## config.mk

```make
export PLATFORM = sky130hd
export DESIGN_NAME = touch_sar_conversion_control
export DESIGN_NICKNAME = d
export VERILOG_FILES = /design/src/shared/touch_sar_pkg.sv /design/src/hw/irq_pin_mux.sv /design/src/hw/touch_sar_conversion_control.sv
export VERILOG_INCLUDE_DIRS = /design/src /design/src/shared
export SDC_FILE = /design/constraint.sdc
export NUM_CORES = 1
export LEC_CHECK = 0
export ABC_AREA = 1
export BUFFER_PORTS_ARGS = -buffer_cell sky130_fd_sc_hd__buf_4
export CORE_MARGIN = 3
export CORE_UTILIZATION = 45
export CTS_BUF_LIST = sky130_fd_sc_hd__clkbuf_4 sky130_fd_sc_hd__clkbuf_8
export CTS_CLUSTER_SIZE = 12
export DETAILED_ROUTE_END_ITERATION = 10
export HOLD_SLACK_MARGIN = 0.1
export PLACE_DENSITY = 0.67
export SLEW_MARGIN = 20
export SYNTH_ARGS = -nofsm -noshare
export SYNTH_HDL_FRONTEND = slang
export SYNTH_SLANG_ARGS = --single-unit
```

## constraint.sdc

```tcl
create_clock -name ref_clk -period 1.9 [get_ports ref_clk]
set_clock_uncertainty 0.1 [all_clocks]
set_input_delay 0.095 -clock ref_clk [delete_from_list [all_inputs] [get_ports ref_clk]]
set_output_delay 0.095 -clock ref_clk [all_outputs]
set_load 0.01 [all_outputs]
```

## src/shared/touch_sar_regs.svh

```systemverilog
`ifndef TOUCH_SAR_REGS_SVH
`define TOUCH_SAR_REGS_SVH

// Conversion control register, 8 bits
`define CONV_CTRL_RESET      8'h00
`define CONV_CTRL_TRIG_BIT   7
`define CONV_CTRL_RSVD_BIT   6
`define CONV_CTRL_MODE_HI    5
`define CONV_CTRL_MODE_LO    2
`define CONV_CTRL_IRQ_HI     1
`define CONV_CTRL_IRQ_LO     0

// Mode codes
`define MODE_NONE            4'h0
`define MODE_XY              4'h1
`define MODE_XYZ             4'h2
`define MODE_X               4'h3
`define MODE_Y               4'h4
`define MODE_Z               4'h5
`define MODE_BAT             4'h6
`define MODE_AUX_INPUT_TWO            4'h7
`define MODE_AUTO            4'h9
`define MODE_TEMP_SENSE_ONE           4'hA
`define MODE_PORT            4'hB
`define MODE_TEMP_SENSE_TWO           4'hC

// Interrupt select codes
`define IRQ_SEL_PEN          2'h0
`define IRQ_SEL_READY        2'h1
`define IRQ_SEL_BOTH         2'h2

// Enable bit positions for auto scan inputs
`define AUTO_EN_AUX_INPUT_ONE         0
`define AUTO_EN_AUX_INPUT_TWO         1
`define AUTO_EN_BAT          2

`endif

```

## src/shared/touch_sar_pkg.sv

```systemverilog
package touch_sar_pkg;

    typedef enum logic [3:0] {
        CH_X    = 4'h0,
        CH_Y    = 4'h1,
        CH_ZA   = 4'h2,
        CH_ZB   = 4'h3,
        CH_BAT  = 4'h4,
        CH_AUX_INPUT_ONE = 4'h5,
        CH_AUX_INPUT_TWO = 4'h6,
        CH_T1   = 4'h7,
        CH_T2   = 4'h8
    } channel_t;

    typedef enum logic [3:0] {
        ST_IDLE = 4'b0001,
        ST_CONV = 4'b0010,
        ST_NEXT = 4'b0100,
        ST_DONE = 4'b1000
    } seq_state_t;

endpackage : touch_sar_pkg

```

## src/hw/irq_pin_mux.sv

```systemverilog
`timescale 1ns/100ps
`include "touch_sar_regs.svh"

module irq_pin_mux
    import touch_sar_pkg::*;
(
    input  wire logic       ref_clk,
    input  wire logic       sys_rst,
    input  wire logic [1:0] irq_sel,
    input  wire logic       pen_touch_irq,
    input  wire logic       result_ready_irq,
    output logic            irq_pin
);

    // Registered pin; idle level follows the selected polarity
    always_ff @(posedge ref_clk)
    begin
        if (sys_rst)
            irq_pin <= 1'b1;
        else
        begin
            case (irq_sel)
                `IRQ_SEL_PEN:   irq_pin <= ~pen_touch_irq;
                `IRQ_SEL_READY: irq_pin <= ~result_ready_irq;
                `IRQ_SEL_BOTH:  irq_pin <= pen_touch_irq | result_ready_irq;
                default:        irq_pin <= 1'b1;
            endcase
        end
    end

endmodule : irq_pin_mux

```

## src/hw/touch_sar_conversion_control.sv

```systemverilog
`timescale 1ns/100ps
`include "touch_sar_regs.svh"
// What this block does
// Trigger bit 0: host starts conversions; 1: pen touch starts touch scans.
// Software writes zero to reserved bit six.
// Mode 0000 performs no scan or measurement.
// Mode 0001 repeats X then Y until pen lift or stop.
// Mode 0010 repeats X, Y, both pressures until pen lift or stop.
// Mode 0011 repeats X only, pen-triggered only.
// Mode 0100 repeats Y only, pen-triggered only.
// Mode 0101 repeats both pressures only, pen-triggered only.
// Mode 0110 measures battery once.
// Mode 0111 measures second auxiliary once.
// Mode 1001 auto scans aux_input_one, aux_input_two, battery, skipping disabled ones, until stop/change.
// Mode 1010 measures first temperature configuration.
// Mode 1011 port scans aux_input_one, aux_input_two, battery once.
// Mode 1100 measures second temperature configuration.
// Software never writes reserved mode codes.
// Irq select 00: pen touch active low; 01: result ready active low.
// Irq select 10: both events active high; 11 reserved.
// Stop bit halts conversion and powers the converter down.
// Result ready pulses when each result is written.

module touch_sar_conversion_control
    import touch_sar_pkg::*;
(
    input  wire logic       ref_clk,
    input  wire logic       sys_rst,
    input  wire logic       reg_wr,
    input  wire logic [7:0] reg_wdata,
    output logic      [7:0] reg_rdata,
    input  wire logic       host_start,
    input  wire logic       stop_req,
    input  wire logic [2:0] auto_enable,
    input  wire logic       pen_down_pin,
    output logic            conv_start,
    output logic      [3:0] conv_channel,
    input  wire logic       conv_done,
    output logic            sar_power_on,
    output logic            result_ready_irq,
    output logic            pen_touch_irq,
    output logic            scan_busy,
    output logic            general_pin_one
);

    logic [7:0]  ctrl_q;
    logic        pen_meta_q;
    logic        pen_sync_q;
    logic        pen_prev_q;
    seq_state_t  state_q;
    logic [2:0]  step_q;
    logic        pen_rise;
    logic [3:0]  mode;
    logic        trig_pen;
    logic        continuous;
    logic        touch_mode;
    logic        start_ok;
    logic [1:0]  irq_sel;

    assign mode     = ctrl_q[`CONV_CTRL_MODE_HI:`CONV_CTRL_MODE_LO];
    assign trig_pen = ctrl_q[`CONV_CTRL_TRIG_BIT];
    assign reg_rdata = ctrl_q;
    assign irq_sel  = ctrl_q[`CONV_CTRL_IRQ_HI:`CONV_CTRL_IRQ_LO];

    // Channel for a step of the current mode; NONE-like result ends the sequence (restarts the pass in continuous modes) unless it marks a disabled auto scan input
    function automatic logic [4:0] step_channel(input logic [3:0] m, input logic [2:0] s,
                                                input logic [2:0] en);
        step_channel = 5'h10;
        case (m)
            `MODE_XY:    if (s < 3'h2) step_channel = {1'b0, (s == 3'h0) ? CH_X : CH_Y};
            `MODE_XYZ:
                case (s)
                    3'h0:    step_channel = {1'b0, CH_X};
                    3'h1:    step_channel = {1'b0, CH_Y};
                    3'h2:    step_channel = {1'b0, CH_ZA};
                    3'h3:    step_channel = {1'b0, CH_ZB};
                    default: step_channel = 5'h10;
                endcase
            `MODE_X:     if (s == 3'h0) step_channel = {1'b0, CH_X};
            `MODE_Y:     if (s == 3'h0) step_channel = {1'b0, CH_Y};
            `MODE_Z:     if (s < 3'h2) step_channel = {1'b0, (s == 3'h0) ? CH_ZA : CH_ZB};
            `MODE_BAT:   if (s == 3'h0) step_channel = {1'b0, CH_BAT};
            `MODE_AUX_INPUT_TWO:  if (s == 3'h0) step_channel = {1'b0, CH_AUX_INPUT_TWO};
            `MODE_TEMP_SENSE_ONE: if (s == 3'h0) step_channel = {1'b0, CH_T1};
            `MODE_TEMP_SENSE_TWO: if (s == 3'h0) step_channel = {1'b0, CH_T2};
            `MODE_PORT, `MODE_AUTO:
                case (s)
                    3'h0:    if (m == `MODE_PORT || en[`AUTO_EN_AUX_INPUT_ONE])
                                 step_channel = {1'b0, CH_AUX_INPUT_ONE};
                    3'h1:    if (m == `MODE_PORT || en[`AUTO_EN_AUX_INPUT_TWO])
                                 step_channel = {1'b0, CH_AUX_INPUT_TWO};
                    3'h2:    if (m == `MODE_PORT || en[`AUTO_EN_BAT])
                                 step_channel = {1'b0, CH_BAT};
                    default: step_channel = 5'h10;
                endcase
            default:     step_channel = 5'h10;
        endcase
    endfunction : step_channel

    // Register write; reserved bit kept at zero by software, stored as written
    always_ff @(posedge ref_clk)
    begin
        if (sys_rst)
            ctrl_q <= `CONV_CTRL_RESET;
        else if (reg_wr)
            ctrl_q <= reg_wdata;
    end

    // Pen pin crosses from the panel comparator
    always_ff @(posedge ref_clk)
    begin
        if (sys_rst)
        begin
            pen_meta_q <= 1'b0;
            pen_sync_q <= 1'b0;
            pen_prev_q <= 1'b0;
        end
        else
        begin
            pen_meta_q <= pen_down_pin;
            pen_sync_q <= pen_meta_q;
            pen_prev_q <= pen_sync_q;
        end
    end

    assign pen_rise      = pen_sync_q & ~pen_prev_q;
    assign pen_touch_irq = pen_sync_q;
    assign touch_mode    = (mode >= `MODE_XY) && (mode <= `MODE_Z);
    assign continuous    = touch_mode || (mode == `MODE_AUTO);
    // Touch-only modes require pen triggering; host starts nothing then
    assign start_ok = trig_pen ? (touch_mode && pen_rise)
                               : (host_start && mode != `MODE_NONE &&
                                  !(mode >= `MODE_X && mode <= `MODE_Z));

    // Sequencer
    logic        abort;
    logic [4:0]  cur_ch;
    logic        auto_skip;
    logic        auto_none;
    assign cur_ch = step_channel(mode, step_q, auto_enable);
    // Auto scan steps over a disabled input; with none enabled it returns to idle from ST_NEXT without a conversion
    assign auto_skip = (mode == `MODE_AUTO) && (step_q < 3'h3) && (auto_enable != 3'h0);
    assign auto_none = (mode == `MODE_AUTO) && (auto_enable == 3'h0);
    // Touch scans end on pen lift; auto scan on mode change; all on stop
    assign abort = stop_req || (touch_mode && !pen_sync_q) ||
                   (reg_wr && reg_wdata[`CONV_CTRL_MODE_HI:`CONV_CTRL_MODE_LO] != mode);

    always_ff @(posedge ref_clk)
    begin
        if (sys_rst)
        begin
            state_q      <= ST_IDLE;
            step_q       <= 3'h0;
            conv_channel <= 4'h0;
        end
        else if (abort && state_q != ST_IDLE)
        begin
            state_q <= ST_IDLE;
            step_q  <= 3'h0;
        end
        else
        begin
            case (state_q)
                ST_IDLE:
                    if (start_ok && !stop_req)
                    begin
                        step_q  <= 3'h0;
                        state_q <= ST_NEXT;
                    end
                ST_NEXT:
                    if (cur_ch[4])
                    begin
                        if (auto_skip)
                            step_q <= step_q + 3'h1;
                        else if (step_q == 3'h0 || auto_none)
                            state_q <= ST_IDLE;                   // Nothing enabled
                        else if (continuous)
                            step_q <= 3'h0;
                        else
                            state_q <= ST_DONE;
                    end
                    else
                    begin
                        conv_channel <= cur_ch[3:0];
                        state_q      <= ST_CONV;
                    end
                ST_CONV:
                    if (conv_done)
                    begin
                        step_q  <= step_q + 3'h1;
                        state_q <= ST_NEXT;
                    end
                ST_DONE:
                    state_q <= ST_IDLE;
                default:
                    state_q <= ST_IDLE;
            endcase
        end
    end

    // Start pulse and result flag
    always_ff @(posedge ref_clk)
    begin
        if (sys_rst)
        begin
            conv_start       <= 1'b0;
            result_ready_irq <= 1'b0;
        end
        else
        begin
            conv_start       <= (state_q == ST_NEXT) && !cur_ch[4] && !abort;
            result_ready_irq <= (state_q == ST_CONV) && conv_done && !abort;
        end
    end

    assign scan_busy    = (state_q != ST_IDLE);
    assign sar_power_on = scan_busy && !stop_req;

    irq_pin_mux u_irq
    (
        .ref_clk          (ref_clk),
        .sys_rst          (sys_rst),
        .irq_sel          (irq_sel),
        .pen_touch_irq    (pen_touch_irq),
        .result_ready_irq (result_ready_irq),
        .irq_pin          (general_pin_one)
    );

    AST_STOP_IDLE: assert property (@(posedge ref_clk) disable iff (sys_rst)
        stop_req && scan_busy |=> !scan_busy)
        else $error("Stop did not halt the sequencer");
    AST_NONE_IDLE: assert property (@(posedge ref_clk) disable iff (sys_rst)
        mode == `MODE_NONE && !scan_busy |=> !scan_busy)
        else $error("No-scan mode started a sequence");
    AST_HOST_ONLY: assert property (@(posedge ref_clk) disable iff (sys_rst)
        !scan_busy && !trig_pen && !host_start |=> !scan_busy)
        else $error("Host mode started without a command");
    AST_PEN_LIFT: assert property (@(posedge ref_clk) disable iff (sys_rst)
        scan_busy && touch_mode && !pen_sync_q |=> !scan_busy)
        else $error("Touch scan outlived pen lift");
    AST_READY: assert property (@(posedge ref_clk) disable iff (sys_rst)
        state_q == ST_CONV && conv_done && !abort |=> result_ready_irq)
        else $error("Result ready missing");
    AST_IRQ_PEN: assert property (@(posedge ref_clk) disable iff (sys_rst)
        irq_sel == `IRQ_SEL_PEN && $stable(ctrl_q) |=> general_pin_one == !$past(pen_sync_q))
        else $error("Pen irq polarity wrong");
    AST_IRQ_BOTH: assert property (@(posedge ref_clk) disable iff (sys_rst)
        irq_sel == `IRQ_SEL_BOTH && $stable(ctrl_q) && result_ready_irq |=> general_pin_one)
        else $error("Combined irq not high");
    AST_PORT_FIRST: assert property (@(posedge ref_clk) disable iff (sys_rst)
        mode == `MODE_PORT && conv_start && $past(step_q) == 3'h0 |-> conv_channel == CH_AUX_INPUT_ONE)
        else $error("Port scan did not start with aux one");

endmodule : touch_sar_conversion_control

```

==> run_results.csv <==
group,metric,value,unit
global_route,grt_max_degree,14,
timing,fmax,0.5424,GHz
route,viasPerCell,4.954,
clock_tree,clk_pin_slew,150,ps
route,vias,1729,
finish,final_common_cell,"buf_4",
route,met3_length,158,um
die,dieArea,0.004200,mm^2
power_and_ir_drop,ir_worst_vdd,0.5247,mV
yosys,synth_cell_types,34,
placement,hpwl,3026,um
global_route,grt_overflow,0,
power_and_ir_drop,clock_power_share,13.2,%
finish,fin_nets,329,
worst_setup_path,arrival,2020,ps
worst_setup_path,crit_required,2080,ps
timing,relSlewSlack,73.84,%
die,initial_core_util,48.98,%
worst_setup_path,cp-start-kind,"flop",
worst_setup_path,path_cells,"inv_4, ha_4, inv_2, nor2_4, nor2_2, nand2_1, nand2_1, o21ai_2, nand3_2, inv_4, nand3_1, a21oi_1",
route,wl_per_cell,11.72,um
power_and_ir_drop,combPwrFrac,55.1,%
clock_tree,cts.sinks,25,
clock_tree,cts.path.max_buffers,2,
yosys,synth_warnings,0,
clock_tree,numCtsBuffers,3,
yosys,synthesis.area,0.001556,mm^2
power_and_ir_drop,p_leak,1.077,nW
power_and_ir_drop,p_switching,0.8484,mW
route,first_pass_iters,4,
yosys,synth.ff_latch_count,25,
power_and_ir_drop,power_density,872.9,mW/mm^2
worst_setup_path,cp_top_family,"simple AND/OR/NAND/NOR gates",
timing,fin_crit_sh,97.04,%
yosys,syn_area_per_cell,6.432,um^2
worst_setup_path,crit_path_top_delay_cell,"dfxtp_4",
global_route,antenna_found_initial,0,
global_route,grt_pass1_vias,1624,
worst_setup_path,critPathKind,"flop to flop",
clock_tree,h-tree-depth,1,
min_path,hold_path_class,"input port to flop",
clock_tree,cts_tree,"built",
route,drc,0,
yosys,synth.largest_area_cell,"dfxtp_1",
yosys,syn-instance-count,242,
finish,mostFrequentLayoutCells,"buf_4 (47), nand2_1 (41), nor2_1 (36), inv_1 (33), dfxtp_1 (19)",
route,drt_iter0_drc,63,
placement,portBuffers,35,
finish,drive_gt1_share,30.16,%
route,drt-total-wl,4092,um
timing,slew_violations,0,
global_route,grt_usage,20.50,%
route,drtAntennaViolNets,0,
timing,worst_slew_pin_slew,387.4,ps
worst_setup_path,crit_fanout,6,
clock_tree,clk_root_buffer_cell,"clkbuf_4",
timing,finalSetupViolCount,0,
die,die_h,64.81,um
die,ios,36,
timing,fin_crit,1844,ps
status,run_status,"finished, final reports clean",
global_route,grt_pass1_wl,6913,um
worst_setup_path,slowest_delay,400,ps
yosys,synth_fp_nets,265,
die,die_w,64.81,um
power_and_ir_drop,seqPwrFrac,31.7,%
job,maxCapViolCount,0,
die,core,0.003178,mm^2
timing,rsz0062_at_grt,"yes",
worst_setup_path,end_kind,"flop",
power_and_ir_drop,power,1.978,mW
clock_tree,worstSkewPairLatency,330,ps
finish,fin_area,0.002266,mm^2
power_and_ir_drop,p_int,1.130,mW
finish,diodes,0,
route,top_layer_used,"met4",
yosys,ys_seq_area_share,32.15,%
die,num_rows,20,
timing,hold_viol_final,0,
worst_setup_path,path_buf_inv,3,
route,m1WireLength,1801,um
yosys,synthTopCellsByArea,"dfxtp_1 (32%), nand2_1 (11%), nor2_1 (10%), inv_1 (8.9%), nand3_1 (6.8%)",
yosys,synth_top_cell_area_share,32.15,%
placement,placed_area,0.001911,mm^2
route,met2_length,2079,um
power_and_ir_drop,p_sw_share,42.89,%
finish,syn_to_final_growth,45.58,%
placement,gp_congestion,0.8563,
[timing repair]
action,4_1_cts,5_1_grt
hold buffers,16,0
hold endpoints to repair,18,0
setup buffers,0,4
setup endpoints to repair,9,11
resized for setup,3,41
pin swaps,0,9
[path summary, 6_finish.rpt]
check                                 from               to  slack [ps]  cells after the start
worst min register to register  pen_meta_q    pen_touch_irq         320                      2
worst max register to register   step_q[0]  conv_channel[0]          60                     12
worst min-delay path                reg_wr     reg_rdata[5]         110                      3
worst max-delay path             step_q[0]  conv_channel[0]          60                     12
[Yosys cell counts]
master / number
o2111ai_1: 1
inv_2: 2
clkbuf_1: 2
inv_1: 37
nor3b_1: 1
buf_2: 1
nand4_2: 1
dfxtp_1: 25
nor2_4: 1
nor2_1: 43
a21oi_2: 1
o22ai_1: 1
nand3_1: 21
buf_6: 1
xor2_1: 1
o311ai_0: 2
a21oi_1: 11
nand3_2: 1
nand2_2: 1
nand4_1: 3
o21bai_1: 1
nor2_2: 1
nand3b_1: 2
nor3_1: 3
o21a_1: 3
a22o_1: 1
o21ai_0: 15
o21ai_2: 1
o21ai_1: 2
o31ai_1: 1
nand2_1: 46
nor3_2: 1
xnor2_1: 3
ha_1: 5
[per-layer routing]
metal / global-route usage [%] / up-vias
met1: 24.60 / 783
met2: 37.29 / 36
met4: 4.749 / 0
met3: 3.986 / 7
met5: 0 / -
li1: - / 903
[layout make-up]
type / count / area, um^2
Sequential cell: 25 / 515.5
Fill cell: 293 / 912.1
Timing Repair Buffer: 63 / 513.0
Clock buffer: 4 / 30.03
Tap cell: 44 / 55.05
Inverter: 39 / 153.9
Multi-Input combinational cell: 174 / 998.5
[worst min-delay path, stage by stage]
cell     delay (ps)
buf_4           110
inv_1           150
a21oi_1         150
[metrics by stage]
stage	util [%]	setup TNS [ps]	setup slack (ps)	instances	hold slack, ps
final	71.30	0	56.29	349	111.8
after global routing	71.30	-523.6	-78.70	349	130.1
after CTS	66.38	-119.3	-33.44	345	103.2
after detailed placement	60.12	-649.2	-112.4	325	216.0
after global placement	60.12	-431.6	-79.32	325	215.2
after floorplan	-	0	137.5	242	102.0
[registers in the layout, indices dropped and copies added (netlist names)]
signal and count:
conv_channel 4, conv_start 1, pen_meta_q 1, pen_prev_q 1, pen_touch_irq 1, reg_rdata 8
result_ready_irq 1, state_q 4, step_q 3, u_irq.irq_pin 1
[power groups by stage]
stage | Clock, mW | Combinational [mW] | Sequential (mW)
2_1_floorplan | 0 | 0.587 | 0.627
3_3_place_gp | 0 | 0.889 | 0.629
3_5_place_dp | 0 | 0.882 | 0.629
4_1_cts | 0.269 | 0.923 | 0.618
5_1_grt | 0.290 | 1.23 | 0.637
6_report | 0.261 | 1.09 | 0.627
[cells by family (layout without fill, tap and decap cells)]
family / Yosys count / in the layout / synth area share, %
buf+inv: 43 / 106 / 10.93
flops: 25 / 25 / 32.15
xor+xnor: 4 / 4 / 2.251
fa+ha+maj: 5 / 5 / 4.019
compound gates: 40 / 40 / 15.19
simple gates: 125 / 125 / 35.45
Power figures use the tool's default switching activity.
